### config.mk
export PLATFORM = sky130hd
export DESIGN_NAME = alsup_top
export DESIGN_NICKNAME = d
export VERILOG_FILES = /design/src/alsup_pkg.sv /design/src/alsup_top.sv
export SDC_FILE = /design/constraint.sdc
export NUM_CORES = 1
export LEC_CHECK = 0
export BUFFER_PORTS_ARGS = -buffer_cell sky130_fd_sc_hd__buf_2
export CAP_MARGIN = 20
export CELL_PAD_IN_SITES_DETAIL_PLACEMENT = 0
export CELL_PAD_IN_SITES_GLOBAL_PLACEMENT = 1
export CORE_UTILIZATION = 48
export CTS_CLUSTER_DIAMETER = 80
export DETAILED_ROUTE_END_ITERATION = 16
export GPL_TIMING_DRIVEN = 0
export PLACE_DENSITY = 0.83
export SYNTH_ARGS = -nofsm -noshare
export SYNTH_HDL_FRONTEND = slang
export SYNTH_SLANG_ARGS = --single-unit
export TNS_END_PERCENT = 50
### constraint.sdc
create_clock -name clk -period 13.2 [get_ports clk]
set_input_delay 0 -clock clk [delete_from_list [all_inputs] [get_ports clk]]
set_output_delay 0 -clock clk [all_outputs]
set_load 0.005 [all_outputs]
### src/alsup_pkg.sv
// Notes on behaviour
// - With compensation on, offset added moving positive, removed moving negative, at set slew.
// - Positive and negative limit watching are enabled separately.
// - Active-low option makes a low input mean limit contact; otherwise high.
// - Each limit watches a configured input bit; bits 12 to 19 are recommended.
// - Several limits may name the same input bit.
// - Kill-drive action disables the axis while the limit is present.
// - Kill-drive action refuses re-enable while the limit remains present.
// - Disallow action disables only when moving into the limit; re-enable and retreat allowed.
// - Stop action keeps the axis enabled and raises motion hold.
// - Hold decelerates jogs and coordinated moves to a stop.
// - Hold stays and blocks motion until software clears it.
// - After clearing, motion into the limit raises a new hold; standstill or retreat allowed.
// - Soft limits behave like a hardware limit with the stop action.
// - Soft limits always apply; disable them only by a huge range.
`default_nettype none
package alsup_pkg;
   localparam int IN_W   = 32;
   localparam int POS_W  = 32;
   localparam int BIT_W  = 5;
   localparam int AXI_AW = 6;

   localparam logic [AXI_AW-1:0] REG_CTRL    = 6'h00;
   localparam logic [AXI_AW-1:0] REG_LIMCFG  = 6'h04;
   localparam logic [AXI_AW-1:0] REG_OFFSET  = 6'h08;
   localparam logic [AXI_AW-1:0] REG_SLEW    = 6'h0c;
   localparam logic [AXI_AW-1:0] REG_SOFTPOS = 6'h10;
   localparam logic [AXI_AW-1:0] REG_SOFTNEG = 6'h14;
   localparam logic [AXI_AW-1:0] REG_STATUS  = 6'h18;
   localparam logic [AXI_AW-1:0] REG_IRQ     = 6'h1c;
   localparam logic [AXI_AW-1:0] REG_MASK    = 6'h20;
   localparam logic [AXI_AW-1:0] REG_OUTPOS  = 6'h24;

   // CTRL fields
   localparam int CTRL_COMP_EN  = 0;
   localparam int CTRL_AXIS_EN  = 1;
   localparam int CTRL_HOLD_CLR = 2;
   // LIMCFG fields
   localparam int LIM_POS_WATCH = 0;
   localparam int LIM_POS_LOW   = 1;
   localparam int LIM_POS_ACT   = 2;
   localparam int LIM_POS_BIT   = 4;
   localparam int LIM_NEG_WATCH = 16;
   localparam int LIM_NEG_LOW   = 17;
   localparam int LIM_NEG_ACT   = 18;
   localparam int LIM_NEG_BIT   = 20;

   // Interrupt event bits
   localparam int EV_POS_HIT = 0;
   localparam int EV_NEG_HIT = 1;
   localparam int EV_KILL    = 2;
   localparam int EV_HOLD    = 3;
   localparam int EV_W       = 4;

   // STATUS fields
   localparam int ST_POS_HIT = 0;
   localparam int ST_NEG_HIT = 1;
   localparam int ST_AXIS_EN = 3;
   localparam int ST_KILL    = 4;
   localparam int ST_HOLD    = 5;

   localparam logic [31:0] SOFTPOS_RST = 32'h7fffffff;
   localparam logic [31:0] SOFTNEG_RST = 32'h80000000;
   localparam logic [31:0] SLEW_RST    = 32'h00000001;

   // Servo period 90 us at 250 MHz
   localparam int CLK_MHZ       = 250;
   localparam int SERVO_US      = 90;
   localparam int SERVO_CYC     = SERVO_US * CLK_MHZ;
   localparam int SERVO_CNT_W   = 15;

   typedef enum logic [1:0] {
      ALSUP_ACT_KILL     = 2'h0,
      ALSUP_ACT_DISALLOW = 2'h1,
      ALSUP_ACT_STOP     = 2'h2
   } alsup_act_e;

   typedef struct packed {
      logic             watch;
      logic             act_low;
      alsup_act_e       action;
      logic [BIT_W-1:0] bit_no;
   } alsup_lim_s;
endpackage
`default_nettype wire

### src/alsup_top.sv
// The register offsets and register access over AXI4-Lite were decided locally.
`timescale 1ns/1ns
`default_nettype none
module alsup_top (
   input  wire logic                       clk,
   input  wire logic                       rst_n,
   input  wire logic [alsup_pkg::IN_W-1:0] dig_in,
   input  wire logic signed [31:0]         cmd_pos,
   input  wire logic                       axis_en_req,
   input  wire logic [5:0]                 s_axi_awaddr,
   input  wire logic                       s_axi_awvalid,
   output logic                            s_axi_awready,
   input  wire logic [31:0]                s_axi_wdata,
   input  wire logic [3:0]                 s_axi_wstrb,
   input  wire logic                       s_axi_wvalid,
   output logic                            s_axi_wready,
   output logic [1:0]                      s_axi_bresp,
   output logic                            s_axi_bvalid,
   input  wire logic                       s_axi_bready,
   input  wire logic [5:0]                 s_axi_araddr,
   input  wire logic                       s_axi_arvalid,
   output logic                            s_axi_arready,
   output logic [31:0]                     s_axi_rdata,
   output logic [1:0]                      s_axi_rresp,
   output logic                            s_axi_rvalid,
   input  wire logic                       s_axi_rready,
   output logic signed [31:0]              out_pos,
   output logic                            axis_enabled,
   output logic                            motion_hold,
   output logic                            servo_tick,
   output logic                            irq
);
   logic                   rst_meta_r;
   logic                   rst_sync_r;
   logic [alsup_pkg::SERVO_CNT_W-1:0] tick_cnt_r;
   logic [31:0]            ctrl_r;
   logic [31:0]            limcfg_r;
   logic signed [31:0]     offset_r;
   logic [31:0]            slew_r;
   logic signed [31:0]     softpos_r;
   logic signed [31:0]     softneg_r;
   logic [alsup_pkg::EV_W-1:0] irq_r;
   logic [alsup_pkg::EV_W-1:0] mask_r;
   logic signed [31:0]     comp_r;
   logic signed [31:0]     prev_pos_r;
   logic                   pos_hit_r;
   logic                   neg_hit_r;
   logic                   kill_r;
   logic                   hold_r;
   logic                   aw_got_r;
   logic                   w_got_r;
   logic [5:0]             aw_addr_r;
   logic [31:0]            wdata_r;
   logic [3:0]             wstrb_r;
   alsup_pkg::alsup_lim_s  lim_pos;
   alsup_pkg::alsup_lim_s  lim_neg;
   logic                   pos_raw;
   logic                   neg_raw;
   logic                   mv_pos;
   logic                   mv_neg;
   logic                   soft_pos;
   logic                   soft_neg;
   logic                   stop_pos;
   logic                   stop_neg;
   logic                   kill_cond;
   logic                   hold_set;
   logic                   hold_clr;
   logic                   wr_fire;
   logic [alsup_pkg::EV_W-1:0] ev;
   logic signed [31:0]     comp_goal;
   logic [31:0]            comp_gap;
   logic [31:0]            status_w;

   function automatic alsup_pkg::alsup_lim_s lim_field(input logic [15:0] f);
      alsup_pkg::alsup_lim_s s;
      s.watch   = f[alsup_pkg::LIM_POS_WATCH];
      s.act_low = f[alsup_pkg::LIM_POS_LOW];
      s.action  = alsup_pkg::alsup_act_e'(f[alsup_pkg::LIM_POS_ACT +: 2]);
      s.bit_no  = f[alsup_pkg::LIM_POS_BIT +: alsup_pkg::BIT_W];
      return s;
   endfunction

   // Contact level check, shared by both limits
   function automatic logic contact(input alsup_pkg::alsup_lim_s s,
                                    input logic [alsup_pkg::IN_W-1:0] din);
      logic lvl;
      lvl = din[s.bit_no];
      return s.watch && (s.act_low ? !lvl : lvl);
   endfunction

   // Hit of one limit qualified by its configured action
   function automatic logic hit_act(input logic                  hit,
                                    input alsup_pkg::alsup_lim_s s,
                                    input alsup_pkg::alsup_act_e a);
      return hit && s.action == a;
   endfunction

   function automatic logic [31:0] merge(input logic [31:0] old, input logic [31:0] d,
                                          input logic [3:0] st);
      logic [31:0] r;
      r = old;
      for (int i = 0; i < 4; i++) begin
         if (st[i]) begin
            r[8*i +: 8] = d[8*i +: 8];
         end
      end
      return r;
   endfunction

   // Two flops so reset removal never lands mid-cycle on the logic below
   always_ff @(posedge clk or negedge rst_n) begin
      if (!rst_n) begin
         rst_meta_r <= 1'b0;
         rst_sync_r <= 1'b0;
      end else begin
         rst_meta_r <= 1'b1;
         rst_sync_r <= rst_meta_r;
      end
   end

   always_ff @(posedge clk or negedge rst_sync_r) begin
      if (!rst_sync_r) begin
         tick_cnt_r <= '0;
         servo_tick <= 1'b0;
      end else if (tick_cnt_r ==
                   alsup_pkg::SERVO_CNT_W'(alsup_pkg::SERVO_CYC - 1)) begin
         tick_cnt_r <= '0;
         servo_tick <= 1'b1;
      end else begin
         tick_cnt_r <= tick_cnt_r + alsup_pkg::SERVO_CNT_W'(1);
         servo_tick <= 1'b0;
      end
   end

   assign lim_pos = lim_field(limcfg_r[15:0]);
   assign lim_neg = lim_field(limcfg_r[31:16]);
   assign pos_raw = contact(lim_pos, dig_in);
   assign neg_raw = contact(lim_neg, dig_in);
   // Direction is the move since the previous tick
   assign mv_pos  = cmd_pos > prev_pos_r;
   assign mv_neg  = cmd_pos < prev_pos_r;
   assign soft_pos = cmd_pos > softpos_r;
   assign soft_neg = cmd_pos < softneg_r;

   // soft limits act as stop action
   assign stop_pos = soft_pos || hit_act(pos_hit_r, lim_pos, alsup_pkg::ALSUP_ACT_STOP);
   assign stop_neg = soft_neg || hit_act(neg_hit_r, lim_neg, alsup_pkg::ALSUP_ACT_STOP);

   assign kill_cond =
      hit_act(pos_hit_r, lim_pos, alsup_pkg::ALSUP_ACT_KILL) ||
      hit_act(neg_hit_r, lim_neg, alsup_pkg::ALSUP_ACT_KILL) ||
      (hit_act(pos_hit_r, lim_pos, alsup_pkg::ALSUP_ACT_DISALLOW) && mv_pos) ||
      (hit_act(neg_hit_r, lim_neg, alsup_pkg::ALSUP_ACT_DISALLOW) && mv_neg);

   // new hold only on motion toward the limit
   assign hold_set = servo_tick && ((stop_pos && mv_pos) || (stop_neg && mv_neg));
   assign wr_fire  = aw_got_r && w_got_r && !s_axi_bvalid;
   assign hold_clr = wr_fire && aw_addr_r == alsup_pkg::REG_CTRL &&
                     wstrb_r[0] && wdata_r[alsup_pkg::CTRL_HOLD_CLR];

   // sample inputs once per servo tick
   always_ff @(posedge clk or negedge rst_sync_r) begin
      if (!rst_sync_r) begin
         pos_hit_r  <= 1'b0;
         neg_hit_r  <= 1'b0;
         prev_pos_r <= '0;
      end else if (servo_tick) begin
         pos_hit_r  <= pos_raw;
         neg_hit_r  <= neg_raw;
         prev_pos_r <= cmd_pos;
      end
   end

   // Latched so the drive stays off between ticks until the host lets go
   // kill latched until limit clears and enable request is dropped
   always_ff @(posedge clk or negedge rst_sync_r) begin
      if (!rst_sync_r) begin
         kill_r <= 1'b0;
      end else if (servo_tick && kill_cond) begin
         kill_r <= 1'b1;
      end else if (!kill_cond && !axis_en_req) begin
         kill_r <= 1'b0;
      end
   end
   // stop action leaves the axis enabled
   assign axis_enabled = axis_en_req && ctrl_r[alsup_pkg::CTRL_AXIS_EN] && !kill_r && !kill_cond;

   // hold sticks until cleared; set wins over clear
   always_ff @(posedge clk or negedge rst_sync_r) begin
      if (!rst_sync_r) begin
         hold_r <= 1'b0;
      end else if (hold_set) begin
         hold_r <= 1'b1;
      end else if (hold_clr) begin
         hold_r <= 1'b0;
      end
   end
   // trajectory generator decelerates while this is high
   assign motion_hold = hold_r;

   // offset slews toward goal by direction
   assign comp_goal = !ctrl_r[alsup_pkg::CTRL_COMP_EN] ? 32'sh0 :
                      mv_pos ? offset_r : mv_neg ? 32'sh0 : comp_r;
   assign comp_gap  = 32'(comp_goal - comp_r);
   always_ff @(posedge clk or negedge rst_sync_r) begin
      if (!rst_sync_r) begin
         comp_r  <= '0;
         out_pos <= '0;
      end else if (servo_tick) begin
         if (comp_goal > comp_r) begin
            comp_r <= ($signed(comp_gap) > $signed(slew_r)) ? 32'(comp_r + slew_r) : comp_goal;
         end else if (comp_goal < comp_r) begin
            comp_r <= ($signed(-comp_gap) > $signed(slew_r)) ? 32'(comp_r - slew_r) : comp_goal;
         end
         out_pos <= 32'(cmd_pos + comp_r);
      end
   end

   // Events by their named bit positions
   always_comb begin
      ev                        = '0;
      ev[alsup_pkg::EV_POS_HIT] = servo_tick && pos_raw;
      ev[alsup_pkg::EV_NEG_HIT] = servo_tick && neg_raw;
      ev[alsup_pkg::EV_KILL]    = servo_tick && kill_cond;
      ev[alsup_pkg::EV_HOLD]    = hold_set;
   end
   assign irq = |(irq_r & mask_r);

   // AXI4-Lite write: address and data in either order
   assign s_axi_awready = !aw_got_r;
   assign s_axi_wready  = !w_got_r;
   assign s_axi_bresp   = 2'b00;
   always_ff @(posedge clk or negedge rst_sync_r) begin
      if (!rst_sync_r) begin
         aw_got_r     <= 1'b0;
         w_got_r      <= 1'b0;
         aw_addr_r    <= '0;
         wdata_r      <= '0;
         wstrb_r      <= '0;
         s_axi_bvalid <= 1'b0;
      end else begin
         if (s_axi_awvalid && !aw_got_r) begin
            aw_got_r  <= 1'b1;
            aw_addr_r <= s_axi_awaddr;
         end
         if (s_axi_wvalid && !w_got_r) begin
            w_got_r <= 1'b1;
            wdata_r <= s_axi_wdata;
            wstrb_r <= s_axi_wstrb;
         end
         if (wr_fire) begin
            s_axi_bvalid <= 1'b1;
         end else if (s_axi_bvalid && s_axi_bready) begin
            s_axi_bvalid <= 1'b0;
            aw_got_r     <= 1'b0;
            w_got_r      <= 1'b0;
         end
      end
   end

   always_ff @(posedge clk or negedge rst_sync_r) begin
      if (!rst_sync_r) begin
         ctrl_r    <= '0;
         limcfg_r  <= '0;
         offset_r  <= '0;
         slew_r    <= alsup_pkg::SLEW_RST;
         softpos_r <= alsup_pkg::SOFTPOS_RST;
         softneg_r <= alsup_pkg::SOFTNEG_RST;
         mask_r    <= '0;
      end else if (wr_fire) begin
         unique case (aw_addr_r)
            alsup_pkg::REG_CTRL: begin
               ctrl_r <= merge(ctrl_r, wdata_r & 32'h00000003, wstrb_r);
            end
            alsup_pkg::REG_LIMCFG:  limcfg_r  <= merge(limcfg_r, wdata_r, wstrb_r);
            alsup_pkg::REG_OFFSET:  offset_r  <= merge(offset_r, wdata_r, wstrb_r);
            alsup_pkg::REG_SLEW:    slew_r    <= merge(slew_r, wdata_r, wstrb_r);
            alsup_pkg::REG_SOFTPOS: softpos_r <= merge(softpos_r, wdata_r, wstrb_r);
            alsup_pkg::REG_SOFTNEG: softneg_r <= merge(softneg_r, wdata_r, wstrb_r);
            alsup_pkg::REG_MASK: begin
               mask_r <= wstrb_r[0] ? wdata_r[alsup_pkg::EV_W-1:0] : mask_r;
            end
            default: ;
         endcase
      end
   end

   // Sticky events: a new event wins over a write-one clear
   always_ff @(posedge clk or negedge rst_sync_r) begin
      if (!rst_sync_r) begin
         irq_r <= '0;
      end else if (wr_fire && aw_addr_r == alsup_pkg::REG_IRQ && wstrb_r[0]) begin
         irq_r <= (irq_r & ~wdata_r[alsup_pkg::EV_W-1:0]) | ev;
      end else begin
         irq_r <= irq_r | ev;
      end
   end

   // Status word from the named field positions; other bits read zero
   always_comb begin
      status_w                        = '0;
      status_w[alsup_pkg::ST_POS_HIT] = pos_hit_r;
      status_w[alsup_pkg::ST_NEG_HIT] = neg_hit_r;
      status_w[alsup_pkg::ST_AXIS_EN] = axis_enabled;
      status_w[alsup_pkg::ST_KILL]    = kill_r;
      status_w[alsup_pkg::ST_HOLD]    = hold_r;
   end

   // AXI4-Lite read, one cycle answer; unmapped reads zero with OKAY
   assign s_axi_arready = !s_axi_rvalid;
   assign s_axi_rresp   = 2'b00;
   always_ff @(posedge clk or negedge rst_sync_r) begin
      if (!rst_sync_r) begin
         s_axi_rvalid <= 1'b0;
         s_axi_rdata  <= '0;
      end else if (s_axi_arvalid && !s_axi_rvalid) begin
         s_axi_rvalid <= 1'b1;
         unique case (s_axi_araddr)
            alsup_pkg::REG_CTRL:    s_axi_rdata <= ctrl_r;
            alsup_pkg::REG_LIMCFG:  s_axi_rdata <= limcfg_r;
            alsup_pkg::REG_OFFSET:  s_axi_rdata <= offset_r;
            alsup_pkg::REG_SLEW:    s_axi_rdata <= slew_r;
            alsup_pkg::REG_SOFTPOS: s_axi_rdata <= softpos_r;
            alsup_pkg::REG_SOFTNEG: s_axi_rdata <= softneg_r;
            alsup_pkg::REG_STATUS:  s_axi_rdata <= status_w;
            alsup_pkg::REG_IRQ:     s_axi_rdata <= {28'h0, irq_r};
            alsup_pkg::REG_MASK:    s_axi_rdata <= {28'h0, mask_r};
            alsup_pkg::REG_OUTPOS:  s_axi_rdata <= comp_r;
            default:                s_axi_rdata <= '0;
         endcase
      end else if (s_axi_rready) begin
         s_axi_rvalid <= 1'b0;
      end
   end
endmodule
`default_nettype wire

==> impl_metrics.tcl <==
set metrics [dict create \
    cts_made_buffers 42 \
    io_buffer_count 191 \
    ctsResizeCount 0 \
    ir_drop_v 0.000111 \
    maxCapViolations 0 \
    reg2reg_depth 36 \
    relSlewSlack_pct 25.8 \
    synth_warnings 0 \
    clkLatencyLatePin_ns 0.59 \
    synth_edf_count 0 \
    final-hold-violation-count 0 \
    finalCriticalPeriod_ns 11.52 \
    die-area_um2 58700 \
    synth_flop_cell "dfrtp_1" \
    synth_area_leader_cell "dfrtp_1" \
    synthCells 2983 \
    ys_async_sr_fraction_pct 100 \
    place_hpwl_um 82500 \
    whs_ns 0.150 \
    die_y_um 242 \
    antenna_found_initial 5 \
    place_congestion 0.953 \
    rsz0062_at_grt "false" \
    hold-path-endpoint "s_axi_rvalid$_DFFE_PN0P_" \
    power-per-cell-area_nw_per_um2 159 \
    ioPinCount 197 \
    start_util_pct 48.9 \
    fmax_ghz 0.0868 \
    drv_slew 0 \
    tightest_slew_ns 1.10 \
    required_ns 13.67 \
    grt_pass1_wl_um 154000 \
    die_width_um 242 \
    cts_setup_buffers 0 \
    cp.arrival_ns 11.99 \
    p_leak_uw 0.0144 \
    hold_depth 3 \
    setup_viol 0 \
    timing_worst_setup_path_type "register to register" \
    cts_buffer_depth 3 \
    nets 3721 \
    slowest_stage "buf_1" \
    cp-end-kind "register" \
    vias 25400 \
    status "complete, no violations" \
    rr_endpoint "comp_r[11]$_DFFE_PN0P_" \
    vias_per_cell 6.19 \
    clock_sinks 366 \
    cts-root-buf "clkbuf_16" \
    h-tree-depth 2 \
    syn-cell-area_um2 27700 \
    ys_ff_latch 366 \
    dr.pass1.iters 5 \
    drt-total-wl_um 103000 \
    design_area_um2 32100 \
    core_area_um2 56700 \
    syn_avg_cell_area_um2 9.29 \
    drive_gt1_share_pct 18.3 \
    grt_max_degree 73 \
    cpMostUsedCell "a21oi_1" \
    yosysTopAreaCellShare_pct 30.1 \
    synth_top_cells_by_area "dfrtp_1 30%, ha_1 13%, mux2_2 9.7%" \
    ys_seq_area_share_pct 33.2 \
    track_usage_pct 34.5 \
    skew_ns 0.0261 \
    grt-ovfl-total 0 \
    finalCritPeriodShare_pct 87.3 \
    critPathMaxFanout 10 \
    critPathLaunchType "register" \
    layout_common_cells "332 x dfrtp_1, 285 x ha_1, 264 x nand2_1" \
    timing.rr.start "prev_pos_r[14]$_DFFE_PN0P_" \
    cts_tree "done" \
    post_dp_cell_area_um2 29800 \
    drt_iter0_markers 2545 \
    reg2reg_slack_ns 1.68 \
    wl_per_cell_um 25.2 \
    hold_path_startpoint "s_axi_rready" \
    grt_pass1_vias 24700 \
    drc 0 \
    synth.distinct_cells 97 \
    hold_path_class "primary input to register" \
    final_common_cell "dfrtp_1" \
    area_growth_pct 15.9 \
    critPathMaxStageDelay_ns 0.63 \
    ant_nets 0 \
    cts.reportedPaths.clkPinSlew_ns 0.06 \
    rows 87 \
]
==> layout make-up <==
type | count | area [µm²]
diodes | 1 | 2.50
plain buffers | 123 | 498
clock buffers | 58 | 1230
clock inverters | 20 | 255
fillers | 5011 | 24600
inverters | 218 | 818
multi-input cells | 2279 | 17200
flip-flops and latches | 366 | 9200
well taps | 756 | 946
repair buffers | 282 | 1950
==> where the power goes <==
group,leakage [µW],switching [µW],internal (µW)
clock network,0.000733,521,757
logic,0.00920,1170,865
registers,0.00451,372,1410
==> repair_timing <==
action / in CTS / in global routing
hold endpoints to repair: 88 / 0
endpoints found under the setup margin: 0 / 0
hold buffers: 82 / 0
==> cell usage after synthesis, types with 20 or more instances <==
library cell / count
mux2i_1: 28
a211oi_1: 22
a21o_1: 79
mux2_2: 239
nand2b_1: 29
ha_1: 285
dfstp_2: 33
a221oi_1: 40
nor2_1: 190
a22oi_1: 33
nand4_1: 41
a31oi_1: 30
mux4_2: 20
o21bai_1: 20
a21oi_1: 200
clkbuf_1: 103
xnor2_1: 74
nor3_1: 54
nor2b_1: 30
o22ai_1: 34
xor2_1: 30
nand2_1: 264
dfrtp_1: 333
inv_1: 218
nand3_1: 33
o31ai_1: 20
o21ai_0: 174
==> worst max path at each step <==
stage / start / slack (ns) / endpoint
floorplan: rst_sync_r$_DFF_PN0_ / 2.30 / aw_addr_r[0]$_DFFE_PN0P_
global placement: rst_sync_r$_DFF_PN0_ / -1.73 / wdata_r[4]$_DFFE_PN0P_
detailed placement: prev_pos_r[7]$_DFFE_PN0P_ / 2.04 / comp_r[21]$_DFFE_PN0P_
CTS: prev_pos_r[7]$_DFFE_PN0P_ / 1.98 / comp_r[11]$_DFFE_PN0P_
global route: prev_pos_r[14]$_DFFE_PN0P_ / 1.22 / comp_r[11]$_DFFE_PN0P_
finish: prev_pos_r[14]$_DFFE_PN0P_ / 1.68 / comp_r[11]$_DFFE_PN0P_
==> worst max-delay path, delay by kind of cell, from the launching register on <==
| family | cells | cell delay [ns] |
|---|---|---|
| AOI/OAI and AO/OA | 10 | 2.34 |
| xor gates and xnor gates | 2 | 0.28 |
| adders and majority gates | 3 | 1.15 |
| buffers and inverters | 5 | 2.02 |
| DFF | 1 | 0.33 |
| muxes | 2 | 0.72 |
| and+or+nand+nor | 14 | 4.50 |
==> cells by family after synthesis <==
group	count (synthesis)	synth area share [%]
DFF	366	33.2
AOI/OAI and AO/OA	834	20.1
xor gates and xnor gates	105	3.35
buffers and inverters	341	4.75
muxes	287	12.3
and+or+nand+nor	759	13.1
adders and majority gates	289	13.2
other	2	0.0271
==> per-layer routing <==
metal / global-route usage (%) / share of wire, % / vias to the layer above
met3: 4.42 / 7.3 / 184
met5: 0 / 0.012 / -
met2: 54.1 / 45 / 1062
met4: 12.0 / 3.5 / 2
met1: 48.8 / 45 / 12600
li1: - / - / 11600
==> sequential cells by signal, summed over array words and instances, names as in the netlist, 2 cells and up <==
signal       count
aw_addr_r        6
comp_r          32
ctrl_r           2
irq_r            4
limcfg_r        32
mask_r           4
offset_r        32
out_pos         32
prev_pos_r      32
s_axi_rdata     32
slew_r          32
softneg_r       32
softpos_r       32
tick_cnt_r      15
wdata_r         32
wstrb_r          4
==> through the flow <==
step                      setup TNS [ns]  utilization (%)  setup WS, ns  std cells  total power [µW]
after floorplan                        0                -          2.30       2986              3010
after CTS                              0             56.6          1.98       4100              5060
after detailed placement               0             52.5          2.04       3940              3760
after global routing                   0             56.7          1.22       4102              5350
final                                  0             56.7          1.68       4103              5100
after global placement           -556.73             52.2         -1.73       3933              3690
No activity file was read; power rests on OpenSTA's default activity.
